<file path="src/pkg/flash_host_pkg.sv">
// constants for the flash command host controller
package flash_host_pkg;
  localparam int unsigned ADDR_W        = 18;
  localparam int unsigned DATA_W        = 8;
  localparam int unsigned CMD_ADDR_W    = 11;
  localparam logic [17:0] UNLOCK1_ADDR  = 18'h00555;
  localparam logic [17:0] UNLOCK2_ADDR  = 18'h002AA;
  localparam logic [7:0]  UNLOCK1_DATA  = 8'hAA;
  localparam logic [7:0]  UNLOCK2_DATA  = 8'h55;
  localparam logic [7:0]  CMD_RESET     = 8'hF0;
  localparam logic [7:0]  CMD_AUTOSEL   = 8'h90;
  localparam logic [7:0]  CMD_PROGRAM   = 8'hA0;
  localparam logic [7:0]  CMD_BYPASS    = 8'h20;
  localparam logic [7:0]  CMD_BYP_EXIT  = 8'h00;
  localparam logic [7:0]  CMD_ERASE     = 8'h80;
  localparam logic [7:0]  CMD_CHIP_ER   = 8'h10;
  localparam logic [7:0]  CMD_BLOCK_ER  = 8'h30;
  localparam logic [7:0]  CMD_SUSPEND   = 8'hB0;
  localparam logic [7:0]  CMD_RESUME    = 8'h30;
  localparam logic [7:0]  PROT_YES      = 8'h01;
  localparam logic [17:0] ID_MAKER_ADDR = 18'h00000;
  localparam logic [17:0] ID_PART_ADDR  = 18'h00001;
  localparam logic [17:0] ID_PROT_ADDR  = 18'h00002;
  localparam int unsigned BLOCK_LSB     = 13;
  localparam int unsigned CLK_MHZ       = 125;
  localparam int unsigned ABORT_US      = 10;
  localparam int unsigned SUSPEND_US    = 15;
  localparam int unsigned BLOCK_WIN_US  = 50;
  localparam int unsigned ABORT_CYC     = ABORT_US * CLK_MHZ;
  localparam int unsigned SUSPEND_CYC   = SUSPEND_US * CLK_MHZ;
  localparam int unsigned BLOCK_WIN_CYC = BLOCK_WIN_US * CLK_MHZ;
  localparam int unsigned PHASE_CYC     = 8;
  localparam int unsigned WAIT_W        = 16;
  typedef enum logic [3:0] {
    OP_RESET     = 4'h0,
    OP_RESET3    = 4'h1,
    OP_AUTOSEL   = 4'h2,
    OP_PROGRAM   = 4'h3,
    OP_BYPASS    = 4'h4,
    OP_BYP_PROG  = 4'h5,
    OP_BYP_EXIT  = 4'h6,
    OP_CHIP_ER   = 4'h7,
    OP_BLOCK_ER  = 4'h8,
    OP_BLOCK_ADD = 4'h9,
    OP_SUSPEND   = 4'hA,
    OP_RESUME    = 4'hB,
    OP_READ      = 4'hC,
    OP_ID_READ   = 4'hD
  } op_t;
endpackage

</file>
<file path="src/hdl/bus_cycle.sv">
// one bus write or bus read cycle on the flash pins
module bus_cycle
  import flash_host_pkg::*;
#(
  parameter int unsigned PHASE = PHASE_CYC
)(
  // clock and reset
  input  wire logic              ref_clk_in,
  input  wire logic              rst_in,
  input  wire logic              clk_en_in,
  // request, and read data from the data pins
  input  wire logic              start_in,
  input  wire logic              write_in,
  input  wire logic [ADDR_W-1:0] addr_in,
  input  wire logic [DATA_W-1:0] data_in,
  input  wire logic [DATA_W-1:0] pins_data_in,
  // pins
  output logic                   chip_en_n_out,
  output logic                   out_en_n_out,
  output logic                   wr_en_n_out,
  output logic [ADDR_W-1:0]      address_pins_out,
  output logic [DATA_W-1:0]      data_pins_out,
  output logic                   data_pins_oe_n_out,
  // answer
  output logic [DATA_W-1:0]      rdata_out,
  output logic                   done_out
);
  initial
  begin
    // the 8-bit counter must reach 3*PHASE-1
    if (PHASE < 2 || PHASE > 85) $error("bus_cycle: PHASE out of range");
  end

  logic [7:0] cnt;
  logic       busy;
  logic       wr;
  wire        last = busy && (cnt == 8'(3 * PHASE - 1));
  // strobe in the middle third so address is set before and held after
  wire        strobe = busy && (cnt >= 8'(PHASE)) && (cnt < 8'(2 * PHASE));

  always_ff @(posedge ref_clk_in or posedge rst_in)
  begin
    if (rst_in)
    begin
      cnt <= 8'h00;
      busy <= 1'b0;
      wr <= 1'b0;
      chip_en_n_out <= 1'b1;
      out_en_n_out <= 1'b1;
      wr_en_n_out <= 1'b1;
      address_pins_out <= '0;
      data_pins_out <= '0;
      data_pins_oe_n_out <= 1'b1;
      rdata_out <= '0;
      done_out <= 1'b0;
    end
    else if (clk_en_in)
    begin
      done_out <= last;
      if (start_in && !busy)
      begin
        busy <= 1'b1;
        cnt <= 8'h00;
        wr <= write_in;
        address_pins_out <= addr_in;
        data_pins_out <= data_in;
        data_pins_oe_n_out <= !write_in;
        chip_en_n_out <= 1'b0;
      end
      else if (busy)
      begin
        cnt <= cnt + 8'h01;
        wr_en_n_out <= !(wr && (cnt + 8'h01 >= 8'(PHASE)) && (cnt + 8'h01 < 8'(2 * PHASE)));
        out_en_n_out <= !(!wr && (cnt + 8'h01 >= 8'(PHASE)) && (cnt + 8'h01 < 8'(2 * PHASE)));
        if (strobe && !wr && cnt == 8'(2 * PHASE - 1))
          rdata_out <= pins_data_in;
        if (last)
        begin
          busy <= 1'b0;
          chip_en_n_out <= 1'b1;
          data_pins_oe_n_out <= 1'b1;
          wr_en_n_out <= 1'b1;
          out_en_n_out <= 1'b1;
        end
      end
    end
  end
endmodule

</file>
<file path="src/hdl/flash_command_interface.sv">
// host sequencer that issues flash command write sequences and reads
module flash_command_interface
  import flash_host_pkg::*;
#(
  parameter int unsigned PHASE       = PHASE_CYC,
  parameter int unsigned ABORT_WAIT  = ABORT_CYC,
  parameter int unsigned SUSP_WAIT   = SUSPEND_CYC,
  parameter int unsigned BLOCK_GAP   = BLOCK_WIN_CYC
)(
  // clock and reset
  input  wire logic              ref_clk_in,
  input  wire logic              rst_in,
  input  wire logic              clk_en_in,
  // user command port
  input  wire logic              op_valid_in,
  input  wire logic [3:0]        op_code_in,
  input  wire logic [ADDR_W-1:0] op_addr_in,
  input  wire logic [DATA_W-1:0] op_data_in,
  output logic                   op_ready_out,
  output logic                   op_done_out,
  output logic [DATA_W-1:0]      op_rdata_out,
  output logic                   bypass_mode_out,
  // flash pins
  input  wire logic [DATA_W-1:0] data_pins_in,
  output logic [DATA_W-1:0]      data_pins_out,
  output logic                   data_pins_oe_n_out,
  output logic [ADDR_W-1:0]      address_pins_out,
  output logic                   chip_en_n_out,
  output logic                   out_en_n_out,
  output logic                   wr_en_n_out,
  output logic                   id_high_voltage_level_out
);
  initial
  begin
    if (ABORT_WAIT < 1 || ABORT_WAIT >= (1 << WAIT_W)) $error("ABORT_WAIT out of range");
    if (SUSP_WAIT < 1 || SUSP_WAIT >= (1 << WAIT_W)) $error("SUSP_WAIT out of range");
    if (BLOCK_GAP < 2 || BLOCK_GAP >= (1 << WAIT_W)) $error("BLOCK_GAP out of range");
  end

  typedef enum logic [2:0] {
    ST_IDLE = 3'b000,
    ST_LOAD = 3'b001,
    ST_BUS  = 3'b011,
    ST_WAIT = 3'b010,
    ST_DONE = 3'b110
  } state_t;

  state_t              state;
  op_t                 op;
  logic [2:0]          step;
  logic [ADDR_W-1:0]   addr;
  logic [DATA_W-1:0]   wdata;
  logic [WAIT_W-1:0]   wait_cnt;
  logic                bypass;
  logic                id_hv;
  logic                cyc_start;
  logic                cyc_write;
  logic [ADDR_W-1:0]   cyc_addr;
  logic [DATA_W-1:0]   cyc_data;
  wire  [DATA_W-1:0]   cyc_rdata;
  wire                 cyc_done;

  // unlock words use only the low 11 address bits; upper bits stay zero
  wire [ADDR_W-1:0] ua1 = UNLOCK1_ADDR & 18'h007FF;
  wire [ADDR_W-1:0] ua2 = UNLOCK2_ADDR & 18'h007FF;
  wire [2:0] n_steps =
    (op == OP_RESET || op == OP_SUSPEND || op == OP_RESUME || op == OP_BLOCK_ADD ||
     op == OP_READ || op == OP_ID_READ) ? 3'd1 :
    (op == OP_BYP_PROG || op == OP_BYP_EXIT) ? 3'd2 :
    (op == OP_RESET3 || op == OP_AUTOSEL || op == OP_BYPASS) ? 3'd3 :
    (op == OP_PROGRAM) ? 3'd4 : 3'd6;
  wire is_read = (op == OP_READ) || (op == OP_ID_READ);
  wire unlock_step = (step == 3'd0) || (step == 3'd3);
  wire pair_step = (step == 3'd1) || (step == 3'd4);
  wire multi = (n_steps >= 3'd3);
  // in bypass mode only bypass program, bypass exit, the single reset and reads are sent
  wire op_legal = !bypass ||
    (op == OP_BYP_PROG) || (op == OP_BYP_EXIT) || (op == OP_RESET) || is_read;
  wire [DATA_W-1:0] third_data =
    (op == OP_RESET3) ? CMD_RESET : (op == OP_AUTOSEL) ? CMD_AUTOSEL :
    (op == OP_PROGRAM) ? CMD_PROGRAM : (op == OP_BYPASS) ? CMD_BYPASS : CMD_ERASE;
  wire [DATA_W-1:0] single_data =
    (op == OP_RESET) ? CMD_RESET : (op == OP_SUSPEND) ? CMD_SUSPEND :
    (op == OP_RESUME) ? CMD_RESUME : CMD_BLOCK_ER;

  // word of the current step; unlock pair then command byte then payload
  logic [ADDR_W-1:0] step_addr;
  logic [DATA_W-1:0] step_data;
  always_comb
  begin
    step_addr = addr;
    step_data = wdata;
    if (!multi && n_steps == 3'd1)
    begin
      step_data = single_data;
    end
    else if (op == OP_BYP_PROG)
    begin
      step_data = (step == 3'd0) ? CMD_PROGRAM : wdata;
    end
    else if (op == OP_BYP_EXIT)
    begin
      step_data = (step == 3'd0) ? CMD_AUTOSEL : CMD_BYP_EXIT;
    end
    else if (unlock_step && step < n_steps - 3'd1)
    begin
      step_addr = ua1;
      step_data = UNLOCK1_DATA;
    end
    else if (pair_step)
    begin
      step_addr = ua2;
      step_data = UNLOCK2_DATA;
    end
    else if (step == 3'd2)
    begin
      step_addr = ua1;
      step_data = third_data;
    end
    else if (op == OP_CHIP_ER)
    begin
      step_addr = ua1;
      step_data = CMD_CHIP_ER;
    end
    else if (op == OP_BLOCK_ER)
    begin
      step_data = CMD_BLOCK_ER;
    end
  end

  // reads of array, status or ids; id reads raise id_high_voltage_level_out for the cycle
  wire [ADDR_W-1:0] rd_addr = addr;
  wire [WAIT_W-1:0] post_wait =
    (op == OP_RESET) ? WAIT_W'(ABORT_WAIT) :
    (op == OP_SUSPEND) ? WAIT_W'(SUSP_WAIT) :
    (op == OP_BLOCK_ER || op == OP_BLOCK_ADD) ? WAIT_W'(BLOCK_GAP - 1) :
    WAIT_W'(0);
  wire last_step = (step == n_steps - 3'd1);

  always_ff @(posedge ref_clk_in or posedge rst_in)
  begin
    if (rst_in)
    begin
      state <= ST_IDLE;
      op <= OP_READ;
      step <= 3'd0;
      addr <= '0;
      wdata <= '0;
      wait_cnt <= '0;
      bypass <= 1'b0;
      id_hv <= 1'b0;
      cyc_start <= 1'b0;
      cyc_write <= 1'b0;
      cyc_addr <= '0;
      cyc_data <= '0;
      op_ready_out <= 1'b0;
      op_done_out <= 1'b0;
      op_rdata_out <= '0;
      bypass_mode_out <= 1'b0;
      id_high_voltage_level_out <= 1'b0;
    end
    else if (clk_en_in)
    begin
      cyc_start <= 1'b0;
      op_done_out <= 1'b0;
      bypass_mode_out <= bypass;
      id_high_voltage_level_out <= id_hv;
      case (state)
        ST_IDLE:
        begin
          op_ready_out <= 1'b1;
          if (op_valid_in && op_ready_out)
          begin
            op <= op_t'(op_code_in);
            addr <= op_addr_in;
            wdata <= op_data_in;
            step <= 3'd0;
            op_ready_out <= 1'b0;
            state <= ST_LOAD;
          end
        end
        ST_LOAD:
        begin
          // unknown codes are dropped with no pin activity
          if (!op_legal || op > OP_ID_READ)
          begin
            state <= ST_DONE;
          end
          else
          begin
            cyc_start <= 1'b1;
            cyc_write <= !is_read;
            cyc_addr <= is_read ? rd_addr : step_addr;
            cyc_data <= step_data;
            id_hv <= (op == OP_ID_READ);
            state <= ST_BUS;
          end
        end
        ST_BUS:
        begin
          if (cyc_done)
          begin
            id_hv <= 1'b0;
            if (is_read)
              op_rdata_out <= cyc_rdata;
            if (last_step || is_read)
            begin
              wait_cnt <= post_wait;
              state <= ST_WAIT;
              if (op == OP_BYPASS)
                bypass <= 1'b1;
              else if (op == OP_BYP_EXIT)
                bypass <= 1'b0;  // reset keeps bypass
            end
            else
            begin
              step <= step + 3'd1;
              state <= ST_LOAD;
            end
          end
        end
        ST_WAIT:
        begin
          if (wait_cnt == '0)
            state <= ST_DONE;
          else
            wait_cnt <= wait_cnt - WAIT_W'(1);
        end
        default:
        begin
          op_done_out <= 1'b1;
          state <= ST_IDLE;
        end
      endcase
    end
  end

  bus_cycle #(
    .PHASE (PHASE)
  ) u_cycle (
    .ref_clk_in         (ref_clk_in),
    .rst_in             (rst_in),
    .clk_en_in          (clk_en_in),
    .start_in           (cyc_start),
    .write_in           (cyc_write),
    .addr_in            (cyc_addr),
    .data_in            (cyc_data),
    .pins_data_in       (data_pins_in),
    .chip_en_n_out      (chip_en_n_out),
    .out_en_n_out       (out_en_n_out),
    .wr_en_n_out        (wr_en_n_out),
    .address_pins_out   (address_pins_out),
    .data_pins_out      (data_pins_out),
    .data_pins_oe_n_out (data_pins_oe_n_out),
    .rdata_out          (cyc_rdata),
    .done_out           (cyc_done)
  );
endmodule

</file>
<file path="config.mk">
export PLATFORM = sky130hd
export DESIGN_NAME = flash_command_interface
export DESIGN_NICKNAME = d
export VERILOG_FILES = /design/src/pkg/flash_host_pkg.sv /design/src/hdl/bus_cycle.sv /design/src/hdl/flash_command_interface.sv
export SDC_FILE = /design/constraint.sdc
export NUM_CORES = 1
export LEC_CHECK = 0
export ABC_AREA = 1
export ABC_CLOCK_PERIOD_IN_PS = 5600
export BUFFER_PORTS_ARGS = -buffer_cell sky130_fd_sc_hd__clkbuf_2
export CORE_MARGIN = 2
export CORE_UTILIZATION = 30
export DETAILED_ROUTE_END_ITERATION = 10
export GPL_ROUTABILITY_DRIVEN = 0
export GPL_TIMING_DRIVEN = 0
export PLACE_DENSITY = 0.55
export SETUP_SLACK_MARGIN = 0.15
export SKIP_LAST_GASP = 1
export SYNTH_ARGS = -nofsm -noshare
export SYNTH_HDL_FRONTEND = slang
export SYNTH_SLANG_ARGS = --single-unit
</file>
<file path="constraint.sdc">
create_clock -name ref_clk_in -period 5.6 [get_ports ref_clk_in]
set_input_delay 0.28 -clock ref_clk_in [delete_from_list [all_inputs] [get_ports ref_clk_in]]
set_output_delay 0.28 -clock ref_clk_in [all_outputs]
set_load 0.02 [all_outputs]
</file>
-- Word level (Yosys, flattened, before mapping)
Index checks and enable logic that the tools add are counted.
- add/sub/neg operators: 4
- magnitude comparators: 7
- equal/unequal tests: 31
- mux-type cells: 65
- bitwise gates (word level): 2
- reduce and logical (&&, ||, !) cells: 65
- operators with widths (cell ; count):
    $mux 18 ; 8
    $mux 8 ; 18
    $mux 16 ; 3
    $mux 13 ; 3
    $pmux 16 s2 ; 1
    $mux 3 ; 10
    $eq 4x4->1 const B ; 6
    $logic_or 1x1->1 ; 18
    $mux 1 ; 17
    $eq 4x3->1 const B ; 4
    $ge 8x4->1 const B ; 2
    $logic_not 16->1 ; 1
    $lt 8x5->1 const B ; 2
    $reduce_and 4->1 ; 4
    $sub 16x1->16 const B ; 1
    $reduce_and 5->1 ; 3
    $logic_and 1x1->1 ; 13
    $eq 3x2->1 const B ; 4
    $ne 2x2->1 const B ; 6
    $pmux 3 s4 ; 1
    $reduce_and 3->1 ; 4
    $reduce_bool 2->1 ; 6
    $eq 3x1->1 const B ; 3
    $logic_not 1->1 ; 9
    other kinds (21) ; 27
- bits in registers: 143
- bits of input ports: 42
- output and inout port bits: 42
- word-level logic and storage cells: 202

-- Depth between registers and ports, before layout
- word-level depth: 15
- mapped depth: 20

-- Cells and area by module
From an unflattened synthesis, not the netlist that was laid out.
- cells, all modules: 878
- area total of the unflattened synthesis: 7297.0 um^2
- by module, submodules not included (module ; instances ; cells each ; area each (um^2)):
    flash_command_interface ; 1 ; 623 ; 5132.4
    bus_cycle ; 1 ; 255 ; 2164.6

-- Least setup slack after synthesis
Ideal clock, no wire load.
- path type: reg-to-reg
- from: register op[3]
- to: register wait_cnt[12]
- arrival time: 2525 ps
- data required time: 5484 ps
- path slack: 2959 ps
- cell stages (with the launch flop): 19
- path buffers: 1
- path through: dfstp_2 nor2_1 nand2_2 nand2_2 inv_2 nand2_1 nor3_1 ha_1 xnor2_1 ha_1 nand3_1 nand2_1 nor2_1 nor2_1 nand2_2 inv_2 buf_6 nand2_1 nand2_1
- word-level cells in the longest chain between the ends: 12
- elaborated cells between the ends (all ways): 38
- ends and longest elaborated chain (element ; RTL line ; text):
    from (decl) ; flash_command_interface.sv:49 ; op_t op;
    from (signal assigned) ; flash_command_interface.sv:174 ; op <= op_t'(op_code_in);
    $eq 4x4->1 or $logic_not 4->1 (tied branches) ; flash_command_interface.sv:67, flash_command_interface.sv:135, flash_command_interface.sv:134 ;
    $logic_or 1x1->1 (4 in series) ; flash_command_interface.sv:67 ; (op == OP_RESET || op == OP_SUSPEND || op == OP_RESUME || op == OP_BLOCK_ADD ||
    $logic_or 1x1->1 ; flash_command_interface.sv:68 ; op == OP_READ || op == OP_ID_READ) ? 3'd1 :
    $mux 3 ; flash_command_interface.sv:68 ;
    $sub 3x1->3 ; flash_command_interface.sv:138 ; wire last_step = (step == n_steps - 3'd1);
    $eq 3x3->1 ; flash_command_interface.sv:138 ;
    $logic_or 1x1->1 ; flash_command_interface.sv:206 ; if (last_step || is_read)
    $ne 2x2->1 (no source line) ; -- ;
    $reduce_and 5->1 (no source line) ; -- ;
    to (signal assigned) ; flash_command_interface.sv:208 ; wait_cnt <= post_wait;
    to (signal assigned) ; flash_command_interface.sv:227 ; wait_cnt <= wait_cnt - WAIT_W'(1);
    to (decl) ; flash_command_interface.sv:53 ; logic [WAIT_W-1:0] wait_cnt;
Parallel ways exist; a longest one is shown, timed or not. The select of a mux whose other input is x is not followed.
A chain may end at the register's enable or synchronous reset.

-- Worst setup path after layout
- from: register op[3]
- to: register wait_cnt[0]
The elaborated chain is that of the path after synthesis.

==> out/metrics.yaml <==
status:
  status: "complete, but fails checks"
  violations: "hold timing"
synthesis:
  synth_fa_ha_area_share_pct: 2.127
  synthTopCellsByArea: "dfrtp_1 49%, nand2_1 14%, o21ai_0 6.7%, inv_1 6.1%, nor2_1 3.5%"
  synthTopCellsByCount: "262 x nand2_1, 137 x dfrtp_1, 115 x inv_1"
  synth_xor_area_share_pct: 1.365
  synth_compound_area_share_pct: 11.52
  synth_fp_nets: 926
  yosysWarnings: 0
  post_synth.cell_area_avg_um2: 8.097
  synth_area_um2: 7061
  synth_cell_types: 40
  seq_area_frac_synth_pct: 50.79
  synth_top_family_by_area: "simple AND/OR/NAND/NOR gates"
  synth_flop_cell: "dfrtp_1"
  synth_most_common_cell: "nand2_1"
  synth-simple-area-share_pct: 24.14
  synthCells: 872
  ys_seq_elements: 143
  synth_top_area_share_pct: 48.56
  synth-async-reset-ratio_pct: 100.0
  synth_edf_count: 0
  synthMuxAreaShare_pct: 1.435
  synth_top_cell_by_area: "dfrtp_1"
clock_network:
  cts.reportedPaths.clkPinSlew_ns: 0.06
  postCtsSetupBuffers: 0
  clock_path_buffers: 2
  clk_latency_ns: 0.42
  postCtsHoldBufs: 0
  cts_tree: "yes"
  htreeDepth: 4
  root_buffer: "clkbuf_16"
  cts_resized: 0
  numCtsBuffers: 17
  clock_sinks: 143
global_routing:
  grt_overflow: 0
  grt_pass1_vias: 5587
  antenna_found_initial: 0
  grt_first_pass_wirelength_um: 28010
  grt_usage_pct: 14.36
  grt_max_degree: 77
final_layout:
  area_growth_pct: 21.55
  finalInstanceArea_um2: 8582
  instances_no_fill: 1307
  layout.nets: 1029
  layout-drive-gt1-share_pct: 18.42
  diodes: 0
  fillers: 2498
  seq_area_um2: 3586
  multi_input_area_um2: 2865
floorplanning:
  dieWidth_um: 157.4
  ios: 84
  dieArea_um2: 24780
  start_util_pct: 30.35
  core_um2: 23260
  rows: 56
  dieHeight_um: 157.4
timing:
  setup_viol: 0
  clock.fmax_mhz: 320.7
  rsz0062_at_grt: "false"
  final_hold_viol_count: 1
  tightest_slew_ns: 0.7105
  setup_ws_ns: 2.482
  period_needed_ns: 3.118
  timing.hold.ws_ns: -0.001608
  slew_viol_final: 0
  min_period_over_period_pct: 55.68
  fin_skew_ns: 0.009623
  slew-limit-headroom_pct: 52.64
worst_setup_path:
  worstSetupEndpointType: "flip-flop"
  crit_chain: "nor2_1 -> nand2_2 -> nand2_2 -> inv_2 -> nand2_1 -> nor3_1 -> ha_1 -> xnor2_1 -> ha_1 -> nand3_1 -> nand2_1 -> nor2_1 -> nor2_1 -> nand2_2 -> inv_2 -> buf_6 -> o21ai_1"
  path_buf_inv: 3
  critPathSlowestCell: "dfstp_2"
  cp-start-kind: "flip-flop"
  path_class: "reg -> reg"
  slowest_delay_ns: 0.57
  cp.required_ns: 5.89
  arrival_ns: 3.41
  path_delay_family: "simple AND/OR/NAND/NOR gates"
  cp_max_fo: 10
worst_hold_path:
  hp-class: "in -> async"
power_and_ir_drop:
  power_density_nw_per_um2: 599.9
  p_leak_nw: 4.437
  vdd_ir_drop_max_mv: 0.1686
drt:
  viasPerCell: 4.386
  drc: 0
  drt_iter0_markers: 365
  routed-via-count: 5732
  wl_per_cell_um: 12.89
  wl_um: 16850
  drt_first_pass_iters: 4
  drtAntennaViolNets: 0
placed_design:
  port_buffers: 83
  place_area_um2: 7908
  dpl.hpwl_um: 12440
  placedCellCount: 1275
  pre_cts_slack_ns: 2.477
job:
  drv_cap: 0
cell usage in the layout, fill, tap and decap left out, drive strengths merged, types with 10 or more instances in the layout:
cell	netlist	final
a21oi	21	21
buf	15	16
clkbuf	5	111
dfrtp	137	137
ha	12	12
inv	122	123
nand2	270	270
nand3	40	40
nor2	74	74
o21ai	118	118
xor2	10	10
metal layers:
metal	track usage, %	vias up	share of wire, %
li1	-	2967	-
met1	19.94	2655	49
met2	22.19	98	46
met3	3.414	12	4.1
met4	4.416	0	0.87
met5	0	-	0
report_power, final:
group | switching [W] | leakage [nW] | internal [W]
clock | 0.000432 | 0.330 | 0.000851
sequential | 0.000239 | 1.76 | 0.00145
combinational | 0.00144 | 2.35 | 0.000741
total | 0.00211 | 4.44 | 0.00304
state kept, by name (all words and copies together), names as in the netlist, 4 cells and up:
| register | count |
|---|---|
| u_cycle.address_pins_out | 18 |
| u_cycle.data_pins_out | 8 |
| u_cycle.cnt | 8 |
| op_rdata_out | 8 |
| addr | 18 |
| wait_cnt | 16 |
| cyc_data | 8 |
| cyc_addr | 18 |
| op | 4 |
| u_cycle.rdata_out | 8 |
| wdata | 8 |
final cells by class:
class / instances / area share [%]
Multi-Input combinational cell: 587 / 33.39
Timing Repair Buffer: 84 / 5.161
Clock buffer: 23 / 5.803
Tap cell: 319 / 4.651
Inverter: 122 / 5.453
Sequential cell: 143 / 41.78
Buffer: 20 / 1.706
Clock inverter: 9 / 2.056
kinds of logic after synthesis:
| family | after synthesis |
|---|---|
| AO/OA/AOI/OAI | 150 |
| XOR/XNOR | 11 |
| adder cells (fa/ha/maj) | 12 |
| buffers and inverters | 142 |
| flip-flops | 143 |
| multiplexers | 9 |
| AND/OR/NAND/NOR | 405 |
metrics by stage:
step / util (%) / power [W] / setup TNS (ns)
after floorplan: - / 0.003283 / 0
after global placement: 33.85 / 0.003865 / -53.54
after detailed placement: 33.99 / 0.003890 / 0
after CTS: 36.89 / 0.005199 / 0
after global routing: 36.89 / 0.005588 / 0
final: 36.89 / 0.005149 / 0
path summary, 6_finish.rpt:
check                                              start                       end  slack (ns)  depth (start not counted)
max in group asynchronous                         rst_in                     op[2]        4.77                          3
worst min register to register  u_cycle.data_pins_out[7]  u_cycle.data_pins_out[7]        0.47                          2
min in group ref_clk_in                    op_addr_in[5]                   addr[5]        0.07                          3
worst max register to register                     op[3]               wait_cnt[0]        2.48                         17
worst min-delay path                              rst_in            u_cycle.cnt[7]      -0.002                          2
worst max-delay path                               op[3]               wait_cnt[0]        2.48                         17
No activity file was read; power rests on OpenSTA's default activity.
